--- config.mk ---
export PLATFORM = sky130hd
export DESIGN_NAME = mdf_move_flag_unit
export DESIGN_NICKNAME = d
export VERILOG_FILES = /design/src/shared/mdf_pkg.sv /design/src/shared/mdf_reg_if.sv /design/src/shared/mdf_ram_if.sv /design/src/core/mdf_data_ram.sv /design/src/core/mdf_ahb_slave.sv /design/src/core/mdf_move_flag_unit.sv
export SDC_FILE = /design/constraint.sdc
export NUM_CORES = 1
export LEC_CHECK = 0
export ABC_AREA = 1
export CORE_MARGIN = 2
export CORE_UTILIZATION = 30
export CTS_BUF_LIST = sky130_fd_sc_hd__clkbuf_8
export DETAILED_ROUTE_END_ITERATION = 8
export DONT_BUFFER_PORTS = 1
export PLACE_DENSITY = 0.56
export RECOVER_POWER = 25
export SETUP_SLACK_MARGIN = 0.05
export SYNTH_ARGS = -nofsm -noshare
export SYNTH_HDL_FRONTEND = slang
export SYNTH_SLANG_ARGS = --single-unit
--- constraint.sdc ---
create_clock -name clk -period 7.19 [get_ports clk]
set_clock_uncertainty 0.15 [all_clocks]
set_input_delay 1.438 -clock clk [delete_from_list [all_inputs] [get_ports clk]]
set_output_delay 1.438 -clock clk [all_outputs]
set_load 0.01 [all_outputs]
--- src/shared/mdf_pkg.sv ---
// Constants for the data-move and flag-operation execution unit.
// Assumes a single 40 MHz clock and an AHB-Lite register port.
package mdf_pkg;
  // ---------------------------------------------------------------
  // Opcodes and decode masks
  // ---------------------------------------------------------------
  localparam logic [7:0] OP_ST_ACC_IND = 8'hA0;
  localparam logic [7:0] OP_ST_IMM_IND = 8'hB0;
  localparam logic [7:0] OP_ACC_TO_PSW = 8'hD7;
  localparam logic [7:0] OP_PAGE_READ  = 8'hA3;
  localparam logic [7:0] OP_PAGE3_READ = 8'hE3;
  localparam logic [7:0] OP_EXT_READ   = 8'h80;
  localparam logic [7:0] OP_EXT_WRITE  = 8'h90;
  localparam logic [7:0] OP_SWAP_REG   = 8'h28;
  localparam logic [7:0] OP_SWAP_IND   = 8'h20;
  localparam logic [7:0] OP_NIB_SWAP   = 8'h30;
  localparam logic [7:0] OP_INV_C      = 8'hA7;
  localparam logic [7:0] OP_INV_F0     = 8'h95;
  localparam logic [7:0] OP_INV_F1     = 8'hB5;
  localparam logic [7:0] OP_CLR_C      = 8'h97;
  localparam logic [7:0] OP_CLR_F0     = 8'h85;
  localparam logic [7:0] OP_CLR_F1     = 8'hA5;
  localparam logic [7:0] MASK_IND      = 8'hFE;
  localparam logic [7:0] MASK_REG      = 8'hF8;
  // ---------------------------------------------------------------
  // Status word layout and register banks
  // ---------------------------------------------------------------
  localparam int         PSW_C       = 7;
  localparam int         PSW_AC      = 6;
  localparam int         PSW_F0      = 5;
  localparam int         PSW_BS      = 4;
  localparam logic [7:0] BANK0_BASE  = 8'h00;
  localparam logic [7:0] BANK1_BASE  = 8'h18;
  localparam logic [3:0] PAGE_THREE  = 4'h3;
  localparam logic [7:0] ACC_RESET   = 8'h00;
  localparam logic [7:0] PSW_RESET   = 8'h00;
  // ---------------------------------------------------------------
  // Register map (byte offsets) and bus codes
  // ---------------------------------------------------------------
  localparam logic [7:0] REG_CMD     = 8'h00;
  localparam logic [7:0] REG_ACC     = 8'h04;
  localparam logic [7:0] REG_PSW     = 8'h08;
  localparam logic [7:0] REG_STATUS  = 8'h0C;
  localparam logic [7:0] REG_FLAG1   = 8'h10;
  localparam logic [1:0] HTRANS_NSEQ = 2'h2;
  localparam logic       HRESP_OKAY  = 1'h0;
endpackage : mdf_pkg

--- src/shared/mdf_reg_if.sv ---
// Register strobe bundle between the bus slave and the execution unit.
// Assumes one clock domain; write strobe lasts one cycle.
`timescale 1ns/1ps
`default_nettype none
interface mdf_reg_if;
  logic        wr;
  logic [7:0]  addr;
  logic [31:0] wdata;
  logic [31:0] rdata;
  modport slave (output wr, output addr, output wdata, input rdata);
  modport regs  (input wr, input addr, input wdata, output rdata);
endinterface : mdf_reg_if
`default_nettype wire

--- src/shared/mdf_ram_if.sv ---
// Internal data memory ports: two asynchronous reads, one write.
// Assumes writes land on the rising clock edge.
`timescale 1ns/1ps
`default_nettype none
interface mdf_ram_if #(parameter int ADDR_W = 6);
  logic [ADDR_W-1:0] raddr_a;
  logic [7:0]        rdata_a;
  logic [ADDR_W-1:0] raddr_b;
  logic [7:0]        rdata_b;
  logic              we;
  logic [ADDR_W-1:0] waddr;
  logic [7:0]        wdata;
  modport ctrl (output raddr_a, output raddr_b, output we, output waddr, output wdata,
                input rdata_a, input rdata_b);
  modport mem  (input raddr_a, input raddr_b, input we, input waddr, input wdata,
                output rdata_a, output rdata_b);
endinterface : mdf_ram_if
`default_nettype wire

--- src/core/mdf_data_ram.sv ---
// Internal data memory holding the working registers and scratch bytes.
// Assumes synchronous reset; contents are not cleared by reset.
`timescale 1ns/1ps
`default_nettype none
module mdf_data_ram #(
  parameter int ADDR_W = 6
) (
  input  wire logic clk,
  mdf_ram_if.mem    ram
);
  logic [7:0] mem_q [2**ADDR_W];

  assign ram.rdata_a = mem_q[ram.raddr_a];
  assign ram.rdata_b = mem_q[ram.raddr_b];

  always_ff @(posedge clk) begin
    if (ram.we) begin
      mem_q[ram.waddr] <= ram.wdata;
    end
  end
endmodule : mdf_data_ram
`default_nettype wire

--- src/core/mdf_ahb_slave.sv ---
// AHB-Lite slave front end: zero wait states, always OKAY.
// Assumes single word transfers; read data is muxed from the latched address.
`timescale 1ns/1ps
`default_nettype none
module mdf_ahb_slave (
  input  wire logic        clk,
  input  wire logic        reset_n,
  input  wire logic        hsel,
  input  wire logic [31:0] haddr,
  input  wire logic [1:0]  htrans,
  input  wire logic        hwrite,
  input  wire logic        hready,
  input  wire logic [31:0] hwdata,
  output logic             hreadyout,
  output logic [31:0]      hrdata,
  output logic             hresp,
  mdf_reg_if.slave         bus
);
  logic       wr_q;
  logic       wr_d;
  logic [7:0] addr_q;
  logic [7:0] addr_d;

  always_comb begin
    wr_d   = 1'b0;
    addr_d = addr_q;
    if (hsel && hready && htrans == mdf_pkg::HTRANS_NSEQ) begin
      wr_d   = hwrite;
      addr_d = haddr[7:0];
    end
  end

  always_ff @(posedge clk) begin
    if (!reset_n) begin
      wr_q   <= 1'b0;
      addr_q <= 8'h00;
    end else begin
      wr_q   <= wr_d;
      addr_q <= addr_d;
    end
  end

  assign hreadyout = 1'b1;
  assign hresp     = mdf_pkg::HRESP_OKAY;
  assign hrdata    = bus.rdata;
  assign bus.wr    = wr_q;
  assign bus.addr  = addr_q;
  assign bus.wdata = hwdata;
endmodule : mdf_ahb_slave
`default_nettype wire

--- src/core/mdf_move_flag_unit.sv ---
// Execution unit for data moves, exchanges, table reads, external data
// access and carry/user flag operations of an 8-bit microcontroller core.
// Assumes program and external memories answer within the second cycle.
// Behaviour
// - 0xA0/1: store accumulator at @R0/@R1
// - 0xB0/1: store immediate at @R0/@R1, two cycles
// - 0xD7: accumulator copied into status word
// - 0xA3: read current page at accumulator offset
// - 0xE3: read page three at accumulator offset
// - 0x80/1: external read @R into accumulator
// - 0x90/1: external write accumulator to @R
// - 0x28-2F: swap accumulator with working register
// - 0x20/1: swap accumulator with @R byte
// - 0x30/1: swap low nibbles with @R byte
// - 0xA7: invert carry only
// - 0x95/0xB5: invert user flag zero/one
// - 0x97: clear carry
// - 0x85/0xA5: clear user flag zero/one
// - Program addresses 12 bits, immediates 8 bits
// - Unmarked flags keep their values
// - Bank select maps registers to 0-7 or 24-31
//
// Added by the designer: the register addresses and the AHB-Lite register port.
`timescale 1ns/1ps
`default_nettype none
module mdf_move_flag_unit #(
  parameter int ADDR_W = 6,
  parameter int PADDR_W = 12
) (
  input  wire logic               clk,
  input  wire logic               reset_n,
  input  wire logic               hsel,
  input  wire logic [31:0]        haddr,
  input  wire logic [1:0]         htrans,
  input  wire logic               hwrite,
  input  wire logic [2:0]         hsize,
  input  wire logic               hready,
  input  wire logic [31:0]        hwdata,
  output logic                    hreadyout,
  output logic [31:0]             hrdata,
  output logic                    hresp,
  input  wire logic [3:0]         pc_page,
  output logic [PADDR_W-1:0]      prog_addr,
  output logic                    prog_rd,
  input  wire logic [7:0]         prog_data,
  output logic [7:0]              ext_addr,
  output logic [7:0]              ext_wdata,
  output logic                    ext_rd,
  output logic                    ext_wr,
  input  wire logic [7:0]         ext_rdata,
  output logic                    pass_valid,
  output logic [7:0]              pass_opcode
);
  // ---------------------------------------------------------------
  // Types and sub-blocks
  // ---------------------------------------------------------------
  typedef enum logic [2:0] {
    MDF_IDLE  = 3'b001,
    MDF_EXEC1 = 3'b010,
    MDF_EXEC2 = 3'b100
  } mdf_state_t;

  typedef enum logic [4:0] {
    K_NONE, K_ST_ACC, K_ST_IMM, K_PSW, K_PAGE, K_PAGE3, K_XRD, K_XWR,
    K_SWR, K_SWI, K_NIB, K_INVC, K_INVF0, K_INVF1, K_CLRC, K_CLRF0, K_CLRF1
  } mdf_kind_t;

  mdf_reg_if             regs ();
  mdf_ram_if #(.ADDR_W(ADDR_W)) ram ();

  mdf_ahb_slave u_slave (
    .clk       (clk),
    .reset_n   (reset_n),
    .hsel      (hsel),
    .haddr     (haddr),
    .htrans    (htrans),
    .hwrite    (hwrite),
    .hready    (hready),
    .hwdata    (hwdata),
    .hreadyout (hreadyout),
    .hrdata    (hrdata),
    .hresp     (hresp),
    .bus       (regs.slave)
  );

  mdf_data_ram #(.ADDR_W(ADDR_W)) u_ram (
    .clk (clk),
    .ram (ram.mem)
  );

  function automatic mdf_kind_t mdf_decode(input logic [7:0] op);
    mdf_kind_t k;
    k = K_NONE;
    if ((op & mdf_pkg::MASK_IND) == mdf_pkg::OP_ST_ACC_IND) k = K_ST_ACC;
    if ((op & mdf_pkg::MASK_IND) == mdf_pkg::OP_ST_IMM_IND) k = K_ST_IMM;
    if ((op & mdf_pkg::MASK_IND) == mdf_pkg::OP_EXT_READ)   k = K_XRD;
    if ((op & mdf_pkg::MASK_IND) == mdf_pkg::OP_EXT_WRITE)  k = K_XWR;
    if ((op & mdf_pkg::MASK_IND) == mdf_pkg::OP_SWAP_IND)   k = K_SWI;
    if ((op & mdf_pkg::MASK_IND) == mdf_pkg::OP_NIB_SWAP)   k = K_NIB;
    if ((op & mdf_pkg::MASK_REG) == mdf_pkg::OP_SWAP_REG)   k = K_SWR;
    if (op == mdf_pkg::OP_ACC_TO_PSW) k = K_PSW;
    if (op == mdf_pkg::OP_PAGE_READ)  k = K_PAGE;
    if (op == mdf_pkg::OP_PAGE3_READ) k = K_PAGE3;
    if (op == mdf_pkg::OP_INV_C)      k = K_INVC;
    if (op == mdf_pkg::OP_INV_F0)     k = K_INVF0;
    if (op == mdf_pkg::OP_INV_F1)     k = K_INVF1;
    if (op == mdf_pkg::OP_CLR_C)      k = K_CLRC;
    if (op == mdf_pkg::OP_CLR_F0)     k = K_CLRF0;
    if (op == mdf_pkg::OP_CLR_F1)     k = K_CLRF1;
    return k;
  endfunction : mdf_decode

  // ---------------------------------------------------------------
  // State
  // ---------------------------------------------------------------
  mdf_state_t          state_q, state_d;
  logic [7:0]          acc_q, acc_d;
  logic [7:0]          psw_q, psw_d;
  logic                flag1_q, flag1_d;
  logic [7:0]          op_q, op_d;
  logic [7:0]          imm_q, imm_d;
  logic [PADDR_W-1:0]  prog_addr_q, prog_addr_d;
  logic                prog_rd_q, prog_rd_d;
  logic [7:0]          ext_addr_q, ext_addr_d;
  logic [7:0]          ext_wdata_q, ext_wdata_d;
  logic                ext_rd_q, ext_rd_d;
  logic                ext_wr_q, ext_wr_d;
  logic                pass_q, pass_d;
  logic [7:0]          pass_op_q, pass_op_d;
  mdf_kind_t           kind;
  logic [7:0]          bank_base;
  logic [7:0]          reg_sel;
  logic                busy;

  assign kind      = mdf_decode(op_q);
  assign busy      = state_q != MDF_IDLE;
  assign bank_base = psw_q[mdf_pkg::PSW_BS] ? mdf_pkg::BANK1_BASE : mdf_pkg::BANK0_BASE;
  // Indirect forms name only R0/R1, so the mask keeps bit 0 only
  assign reg_sel   = (kind == K_SWR) ? {5'h00, op_q[2:0]} : {7'h00, op_q[0]};
  assign ram.raddr_a = ADDR_W'(bank_base + reg_sel);
  assign ram.raddr_b = ram.rdata_a[ADDR_W-1:0];

  // ---------------------------------------------------------------
  // Register file read mux
  // ---------------------------------------------------------------
  always_comb begin
    case (regs.addr)
      mdf_pkg::REG_CMD:    regs.rdata = {16'h0000, imm_q, op_q};
      mdf_pkg::REG_ACC:    regs.rdata = {24'h000000, acc_q};
      mdf_pkg::REG_PSW:    regs.rdata = {24'h000000, psw_q};
      mdf_pkg::REG_STATUS: regs.rdata = {16'h0000, pass_op_q, 6'h00, pass_q, busy};
      mdf_pkg::REG_FLAG1:  regs.rdata = {31'h00000000, flag1_q};
      default:             regs.rdata = 32'h00000000;
    endcase
  end

  // ---------------------------------------------------------------
  // Next-state and execution
  // ---------------------------------------------------------------
  always_comb begin
    state_d     = state_q;
    acc_d       = acc_q;
    psw_d       = psw_q;
    flag1_d     = flag1_q;
    op_d        = op_q;
    imm_d       = imm_q;
    prog_addr_d = prog_addr_q;
    prog_rd_d   = 1'b0;
    ext_addr_d  = ext_addr_q;
    ext_wdata_d = ext_wdata_q;
    ext_rd_d    = 1'b0;
    ext_wr_d    = 1'b0;
    pass_d      = 1'b0;
    pass_op_d   = pass_op_q;
    ram.we      = 1'b0;
    ram.waddr   = ram.raddr_b;
    ram.wdata   = acc_q;
    case (state_q)
      MDF_IDLE: begin
        // Software writes are dropped while an instruction is in flight
        if (regs.wr && regs.addr == mdf_pkg::REG_CMD) begin
          op_d    = regs.wdata[7:0];
          imm_d   = regs.wdata[15:8];
          state_d = MDF_EXEC1;
        end else if (regs.wr && regs.addr == mdf_pkg::REG_ACC) begin
          acc_d = regs.wdata[7:0];
        end else if (regs.wr && regs.addr == mdf_pkg::REG_PSW) begin
          psw_d = regs.wdata[7:0];
        end else if (regs.wr && regs.addr == mdf_pkg::REG_FLAG1) begin
          flag1_d = regs.wdata[0];
        end
      end
      MDF_EXEC1: begin
        state_d = MDF_IDLE;
        case (kind)
          K_ST_ACC: ram.we = 1'b1;
          K_ST_IMM: state_d = MDF_EXEC2;
          K_PSW:    psw_d = acc_q;
          K_PAGE: begin
            prog_addr_d = {pc_page, acc_q};
            prog_rd_d   = 1'b1;
            state_d     = MDF_EXEC2;
          end
          K_PAGE3: begin
            prog_addr_d = {mdf_pkg::PAGE_THREE, acc_q};
            prog_rd_d   = 1'b1;
            state_d     = MDF_EXEC2;
          end
          K_XRD: begin
            ext_addr_d = ram.rdata_a;
            ext_rd_d   = 1'b1;
            state_d    = MDF_EXEC2;
          end
          K_XWR: begin
            ext_addr_d  = ram.rdata_a;
            ext_wdata_d = acc_q;
            ext_wr_d    = 1'b1;
            state_d     = MDF_EXEC2;
          end
          K_SWR: begin
            ram.we    = 1'b1;
            ram.waddr = ram.raddr_a;
            acc_d     = ram.rdata_a;
          end
          K_SWI: begin
            ram.we = 1'b1;
            acc_d  = ram.rdata_b;
          end
          K_NIB: begin
            ram.we    = 1'b1;
            ram.wdata = {ram.rdata_b[7:4], acc_q[3:0]};
            acc_d     = {acc_q[7:4], ram.rdata_b[3:0]};
          end
          K_INVC:  psw_d[mdf_pkg::PSW_C]  = ~psw_q[mdf_pkg::PSW_C];
          K_INVF0: psw_d[mdf_pkg::PSW_F0] = ~psw_q[mdf_pkg::PSW_F0];
          K_INVF1: flag1_d = ~flag1_q;
          K_CLRC:  psw_d[mdf_pkg::PSW_C]  = 1'b0;
          K_CLRF0: psw_d[mdf_pkg::PSW_F0] = 1'b0;
          K_CLRF1: flag1_d = 1'b0;
          default: begin
            pass_d    = 1'b1;
            pass_op_d = op_q;
          end
        endcase
      end
      MDF_EXEC2: begin
        state_d = MDF_IDLE;
        case (kind)
          K_ST_IMM: begin
            ram.we    = 1'b1;
            ram.wdata = imm_q;
          end
          K_PAGE, K_PAGE3: acc_d = prog_data;
          K_XRD:   acc_d = ext_rdata;
          default: acc_d = acc_q;
        endcase
      end
      default: state_d = MDF_IDLE;
    endcase
  end

  always_ff @(posedge clk) begin
    if (!reset_n) begin
      state_q     <= MDF_IDLE;
      acc_q       <= mdf_pkg::ACC_RESET;
      psw_q       <= mdf_pkg::PSW_RESET;
      flag1_q     <= 1'b0;
      op_q        <= 8'h00;
      imm_q       <= 8'h00;
      prog_addr_q <= '0;
      prog_rd_q   <= 1'b0;
      ext_addr_q  <= 8'h00;
      ext_wdata_q <= 8'h00;
      ext_rd_q    <= 1'b0;
      ext_wr_q    <= 1'b0;
      pass_q      <= 1'b0;
      pass_op_q   <= 8'h00;
    end else begin
      state_q     <= state_d;
      acc_q       <= acc_d;
      psw_q       <= psw_d;
      flag1_q     <= flag1_d;
      op_q        <= op_d;
      imm_q       <= imm_d;
      prog_addr_q <= prog_addr_d;
      prog_rd_q   <= prog_rd_d;
      ext_addr_q  <= ext_addr_d;
      ext_wdata_q <= ext_wdata_d;
      ext_rd_q    <= ext_rd_d;
      ext_wr_q    <= ext_wr_d;
      pass_q      <= pass_d;
      pass_op_q   <= pass_op_d;
    end
  end

  assign prog_addr   = prog_addr_q;
  assign prog_rd     = prog_rd_q;
  assign ext_addr    = ext_addr_q;
  assign ext_wdata   = ext_wdata_q;
  assign ext_rd      = ext_rd_q;
  assign ext_wr      = ext_wr_q;
  assign pass_valid  = pass_q;
  assign pass_opcode = pass_op_q;

  logic e1, e2;
  assign e1 = state_q == MDF_EXEC1;
  assign e2 = state_q == MDF_EXEC2;
endmodule : mdf_move_flag_unit
`default_nettype wire

Yosys cells after proc, flatten, opt, wreduce, memory -nomap -nowiden
Memories as Yosys holds them, arrays and structs flattened.
Cells that the tools add are included.
{"block": "totals", "inputBits": 94, "ramBits": 512, "reg_bits": 85, "memories": 1}
{"block": "classes", "n_eq_ne": 56, "n_reduce_logical": 28, "n_bitwise": 4, "n_addsub": 1, "muxes": 56}
{"name": "u_ram.mem_q", "depth": 64, "word_bits": 8, "read_ports": 2, "rd_clocked_by_memory_dff": 0, "write_ports": 1, "line": "mdf_data_ram.sv:11", "text": "logic [7:0] mem_q [2**ADDR_W];"}
{"operator": "$pmux 16 s5", "count": 1}
{"operator": "$eq 8x8->1 const B", "count": 9}
{"operator": "$mux 8", "count": 7}
{"operator": "$mux 5", "count": 10}
{"operator": "$pmux 8 s2", "count": 3}
{"operator": "$pmux 8 s3", "count": 2}
{"operator": "$eq 5x4->1 const B", "count": 8}
{"operator": "$eq 7x7->1 const B", "count": 4}
{"operator": "$eq 5x3->1 const B", "count": 5}
{"operator": "$pmux 12 s2", "count": 1}
{"operator": "$reduce_and 5->1", "count": 4}
{"operator": "$eq 8x4->1 const B", "count": 2}
{"operator": "$mux 4", "count": 4}
{"operator": "$ne 2x2->1 const B", "count": 8}
{"operator": "$reduce_or 16->1", "count": 1}
{"operator": "$mux 3", "count": 5}
{"operator": "$eq 7x5->1 const B", "count": 2}
{"operator": "$mux 1", "count": 14}
{"operator": "$reduce_and 2->1", "count": 7}
{"operator": "$mux 6", "count": 2}
{"operator": "$ne 4x1->1 const B", "count": 3}
{"operator": "$reduce_and 6->1", "count": 2}
{"operator": "$eq 5x2->1 const B", "count": 2}
{"operator": "$ne 3x1->1 const B", "count": 3}
{"operator": "23 further kinds", "count": 36}

Depth between registers and ports, before layout
An unclocked memory read counts as a cell.
{"block": "depth", "ltp_word": 24, "depth_mapped": 23, "mapped_depth_nobuf": 19}

Hierarchy
Synthesis repeated with hierarchy kept, for this count alone.
{"block": "unflattened", "cells_unflattened": 3807, "area_unflattened_um2": 31711.7}
{"module": "mdf_data_ram", "seq_area_each_um2": 15374.7, "cells_per_inst": 2992, "n_inst": 1, "area_each_um2": 26465.4}
{"module": "mdf_move_flag_unit", "seq_area_each_um2": 1521.5, "cells_per_inst": 689, "n_inst": 1, "area_each_um2": 4337.9}
{"module": "mdf_ahb_slave", "seq_area_each_um2": 180.2, "cells_per_inst": 126, "n_inst": 1, "area_each_um2": 908.4}

Worst setup path before layout
No wires, ideal clock.
{"block": "synth_path", "path_type": "register to register", "from": "register op_q[5]", "to": "memory u_ram.mem_q[0][7] (data pin)", "required_ps": 6338, "path_stages_with_launch": 19, "path_buffers": 4, "t_arrival_ps": 4501, "setup_slack_ps": 1837, "path_cell_list": "dfxtp_1 buf_4 inv_2 nor2_4 nand3_4 nor2_2 buf_4 o211ai_1 o211ai_1 nand3_1 nand2_1 buf_6 buf_4 nand3_1 nand3_1 nand3_1 nand3_1 a21oi_1 o21ai_0"}
{"block": "synth_between", "elab_chain_len": 24, "elab_cells_between_ends": 41}
{"item": "start: declaration", "line": "mdf_move_flag_unit.sv:120", "text": "logic [7:0] op_q, op_d;"}
{"item": "start signal: assignment", "line": "mdf_move_flag_unit.sv:283", "text": "op_q <= op_d;"}
{"item": "$eq 7x7->1", "line": "mdf_move_flag_unit.sv:94", "text": "if ((op & mdf_pkg::MASK_IND) == mdf_pkg::OP_ST_ACC_IND) k = K_ST_ACC;"}
{"item": "$mux 1", "line": "mdf_move_flag_unit.sv:94"}
{"item": "$mux 2", "line": "mdf_move_flag_unit.sv:95", "text": "if ((op & mdf_pkg::MASK_IND) == mdf_pkg::OP_ST_IMM_IND) k = K_ST_IMM;"}
{"item": "$mux 3", "line": "mdf_move_flag_unit.sv:96", "text": "if ((op & mdf_pkg::MASK_IND) == mdf_pkg::OP_EXT_READ) k = K_XRD;"}
{"item": "$mux 3", "line": "mdf_move_flag_unit.sv:97", "text": "if ((op & mdf_pkg::MASK_IND) == mdf_pkg::OP_EXT_WRITE) k = K_XWR;"}
{"item": "$mux 4", "line": "mdf_move_flag_unit.sv:98", "text": "if ((op & mdf_pkg::MASK_IND) == mdf_pkg::OP_SWAP_IND) k = K_SWI;"}
{"item": "$mux 4", "line": "mdf_move_flag_unit.sv:99", "text": "if ((op & mdf_pkg::MASK_IND) == mdf_pkg::OP_NIB_SWAP) k = K_NIB;"}
{"item": "$mux 4", "line": "mdf_move_flag_unit.sv:100", "text": "if ((op & mdf_pkg::MASK_REG) == mdf_pkg::OP_SWAP_REG) k = K_SWR;"}
{"item": "[8 not listed]"}
{"item": "$mux 5 *", "line": "mdf_move_flag_unit.sv:109", "text": "if (op == mdf_pkg::OP_CLR_F1) k = K_CLRF1;"}
{"item": "$eq 5x4->1", "line": "mdf_move_flag_unit.sv:139", "text": "assign reg_sel = (kind == K_SWR) ? {5'h00, op_q[2:0]} : {7'h00, op_q[0]};"}
{"item": "$mux 3", "line": "mdf_move_flag_unit.sv:139"}
{"item": "$add 5x3->6", "line": "mdf_move_flag_unit.sv:140", "text": "assign ram.raddr_a = ADDR_W'(bank_base + reg_sel);"}
{"item": "$mem_v2 64x8 (2 in series)"}
{"item": "$mux 8", "line": "mdf_move_flag_unit.sv:195", "text": "case (kind)"}
{"item": "$pmux 8 s2 *", "line": "mdf_move_flag_unit.sv:178", "text": "case (state_q)"}
{"item": "via ram.wdata[7]", "line": "mdf_ram_if.sv:12", "text": "logic [7:0] wdata;"}
{"item": "end: declaration", "line": "mdf_data_ram.sv:11"}
Mark *: on every way through the listed nets, which the timed path passes. The rest lies on a longest branch.

Worst setup path in the final report
{"block": "layout_path", "from": "register op_q[0]", "to": "memory u_ram.mem_q[61][4] (data pin)"}
{"block": "layout_between", "elab_chain_len": 17, "elab_cells_between_ends": 27}
{"item": "$eq 8x8->1", "line": "mdf_move_flag_unit.sv:101", "text": "if (op == mdf_pkg::OP_ACC_TO_PSW) k = K_PSW;"}
{"item": "$mux 4", "line": "mdf_move_flag_unit.sv:101"}
{"item": "$mux 5", "line": "mdf_move_flag_unit.sv:102", "text": "if (op == mdf_pkg::OP_PAGE_READ) k = K_PAGE;"}
{"item": "$mux 5", "line": "mdf_move_flag_unit.sv:103", "text": "if (op == mdf_pkg::OP_PAGE3_READ) k = K_PAGE3;"}
{"item": "$mux 5", "line": "mdf_move_flag_unit.sv:104", "text": "if (op == mdf_pkg::OP_INV_C) k = K_INVC;"}
{"item": "$mux 5", "line": "mdf_move_flag_unit.sv:105", "text": "if (op == mdf_pkg::OP_INV_F0) k = K_INVF0;"}
{"item": "$mux 5", "line": "mdf_move_flag_unit.sv:106", "text": "if (op == mdf_pkg::OP_INV_F1) k = K_INVF1;"}
{"item": "$mux 5", "line": "mdf_move_flag_unit.sv:107", "text": "if (op == mdf_pkg::OP_CLR_C) k = K_CLRC;"}
{"item": "$mux 5", "line": "mdf_move_flag_unit.sv:108", "text": "if (op == mdf_pkg::OP_CLR_F0) k = K_CLRF0;"}
{"item": "$mux 5", "line": "mdf_move_flag_unit.sv:109"}
{"item": "$eq 5x4->1", "line": "mdf_move_flag_unit.sv:139"}
{"item": "$mux 3", "line": "mdf_move_flag_unit.sv:139"}
{"item": "$add 5x3->6", "line": "mdf_move_flag_unit.sv:140"}
{"item": "$mem_v2 64x8 (2 in series)"}
{"item": "$mux 8", "line": "mdf_move_flag_unit.sv:195"}
{"item": "$pmux 8 s2 *", "line": "mdf_move_flag_unit.sv:178"}
{"item": "via ram.wdata[4]", "line": "mdf_ram_if.sv:12"}
Marks and branches as above.

==> reports/qor.csv <==
metric,value,unit
most frequent cells in the layout,"nand3_1, nand2_1, edfxtp_1",
max frequency,162.3,MHz
Synth Flop Type,edfxtp_1,
I/O Buffers,0,
clock latency on the worst-skew pair,0.72,ns
Final Cycle Share,0.8569,
total power,6.640,mW
P per Cell Area,221.5,mW/mm^2
crit end category,register,
# nets final,2788,
"CTS clk-pin slew, worst paths",0.06,ns
internal power,5.089,mW
async set-reset flop share out of synthesis,0,
Min-Delay Path Class,register to register,
max-slew violation count,65,
DIE WIDTH,304.2,um
Avg Vias per Cell,5.148,
TritonCTS clock tree,built,
"most common cell after layout, fill and taps aside",nand3_1,
vias in the first global route,19130,
failing checks,"max-capacitance violations, max-slew violations",
Syn Area/Cell,10.10,sq um
layout cells sized above 1,0.09472,
initial antenna violation count,2,
antenna-violating nets left,0,
DRC Markers,0,
Sink Count,597,
Net Sw Power,1.551,mW
post-CTS sizing,0,
Starting Density,0.3014,
clock network fraction of design power,0.407,
Cells after Synth,2677,
Synth Register Bits,597,
"Warnings, synthesis",0,
sequential fraction of design power,0.559,
largest net degree at the start of global routing,114,
CORE AREA,0.08974,sq mm
1st-iter DRT viols,1966,
DIE AREA,0.09256,sq mm
post-DP HPWL,48.12,mm
placed cell area,0.02831,sq mm
Die H,304.2,um
RSZ-0062 raised after global routing,no,
setup ws final,1.029,ns
DR WL/cell,20.54,um
pre-CTS setup slack,1.741,ns
CTS Buffer Depth,3,
Clock Root Buffer,clkbuf_8,
Crit Path Category,register to register,
total number of vias,20300,
Setup TNS,0,ns
I/O Pins,168,
"Hold Vio Cnt, Final",0,
cell area after layout,0.02998,sq mm
Post-Route WL,81.00,mm
"Arr. time, crit path",6.40,ns
Max-Cap Viols,2,
sw frac,0.2336,
hold_buf cts,0,
Comb power frac,0.034,
status,"finished, violations left",
gr usage total,0.1705,
crit path max fanout,64,
GPL Wtd Cong,0.8743,
fill cell count,9122,
VDD IR max,0.1104,mV
Hold Path Stages,2,
CTS buffer count,98,
DR pass1 iterations,6,
"Seq/Total Area, Yosys",0.6315,
number of distinct library cells after synthesis,47,
Period minus WS final,6.161,ns
Slew HR,-1.201,
Syn Std Cell Area,0.02704,sq mm
P&R area growth vs syn,10.87,%
first-pass GRT wire length,120.9,mm
Reg2Reg Depth,17,
Rows,110,
"Req. time, crit path",7.43,ns
grt ovf,0,
startpoint types,register,
worst-margin pin slew,3.302,ns
CTS H-tree lvls,3,
leakage,10.52,nW
"EDFF count, synth",512,
setup bufs post-CTS,0,
Final setup viols,0,
-- area by class of cell --
type,instances,area [sq um],area share
diodes,1,2.502,0.00008347
clock buffers,99,1363,0.04545
clock inverters,73,361.6,0.01206
inverters,161,609.3,0.02032
multi-input cells,1745,8342,0.2782
flip-flops and latches,597,17080,0.5696
well taps,1176,1471,0.04908
repair buffers,91,755.7,0.02521
-- power by group through the flow --
stage / registers [mW] / logic, mW / clock network, mW
6_report: 3.71 / 0.225 / 2.70
5_1_grt: 3.71 / 0.249 / 2.91
4_1_cts: 3.71 / 0.224 / 2.76
3_5_place_dp: 3.79 / 0.223 / 0
3_3_place_gp: 3.79 / 0.221 / 0
2_1_floorplan: 3.78 / 0.172 / 0
-- cell usage after synthesis (6+ instances only) --
cell type	instances	area (sq um)
buf_4	48	360.4
o221ai_1	7	61.31
nand3_1	606	3033
edfxtp_1	512	15370
inv_1	148	555.5
o21ai_0	128	640.6
nand2_1	555	2083
buf_2	83	415.4
o311ai_0	15	131.4
nor2_1	170	638.1
a211oi_1	10	75.07
a21oi_1	86	430.4
buf_6	20	225.2
dfxtp_1	85	1702
nand2_2	6	37.54
nor3_1	13	65.06
inv_2	11	41.29
or2_2	18	112.6
o22ai_1	6	37.54
clkbuf_1	36	135.1
o211ai_1	65	488.0
-- worst max-delay path: stages, from the launching register on --
cell and delay [ns]:
dfxtp_1 1.31, inv_2 0.75, buf_4 0.43, o211ai_1 0.19
nand3_1 0.19, nand2_1 0.13, nand2_1 0.07, nand2_2 0.54
buf_4 0.33, nand3_1 0.12, nand3_1 0.12, nand3_1 0.16
nand3_1 0.30, nand2_1 0.12, nand2_1 0.08, o211ai_1 0.10
nand3_2 0.08, buf_4 0.54
-- layer usage --
metal	global-route usage	vias up	wire (um)
met5	0	-	13
met4	0.07288	2	2911
met3	0.03134	162	6324
met2	0.2764	889	38060
met1	0.2237	9798	33690
li1	-	9446	-
-- cell families after synthesis --
logic type / after synthesis / synth area share
other cells: 2 / 0.0002777
compound gates: 330 / 0.07283
buf+inv: 351 / 0.06519
flops: 597 / 0.6315
simple gates: 1397 / 0.2302
-- registers in the layout (all words and copies together) (netlist names), 3 cells and up --
name and count:
acc_q 8, ext_addr 8, ext_wdata 8, imm_q 8, op_q 8, pass_opcode 8, prog_addr 12, psw_q 8
state_q 3, u_ram.mem_q 512, u_slave.bus.addr 8
-- path summary, 6_finish.rpt --
| check | startpoint | slack, ns | end |
|---|---|---|---|
| worst max-delay path | op_q[0] | 1.03 | u_ram.mem_q[61][4] |
| worst max register to register | op_q[0] | 1.03 | u_ram.mem_q[61][4] |
| worst min register to register | psw_q[0] | 0.32 | psw_q[0] |
| worst min-delay path | psw_q[0] | 0.32 | psw_q[0] |
-- per-stage QoR --
stage | hold WS, ns | util | cells
after detailed placement | 0.3092 | 0.3155 | 3770
after CTS | 0.3190 | 0.3347 | 3942
final | 0.3236 | 0.3341 | 3943
after global routing | 0.3402 | 0.3341 | 3943
after floorplan | 0.2803 | - | 2693
after global placement | 0.3001 | 0.3155 | 3770
(Power assumes the default switching activity.)
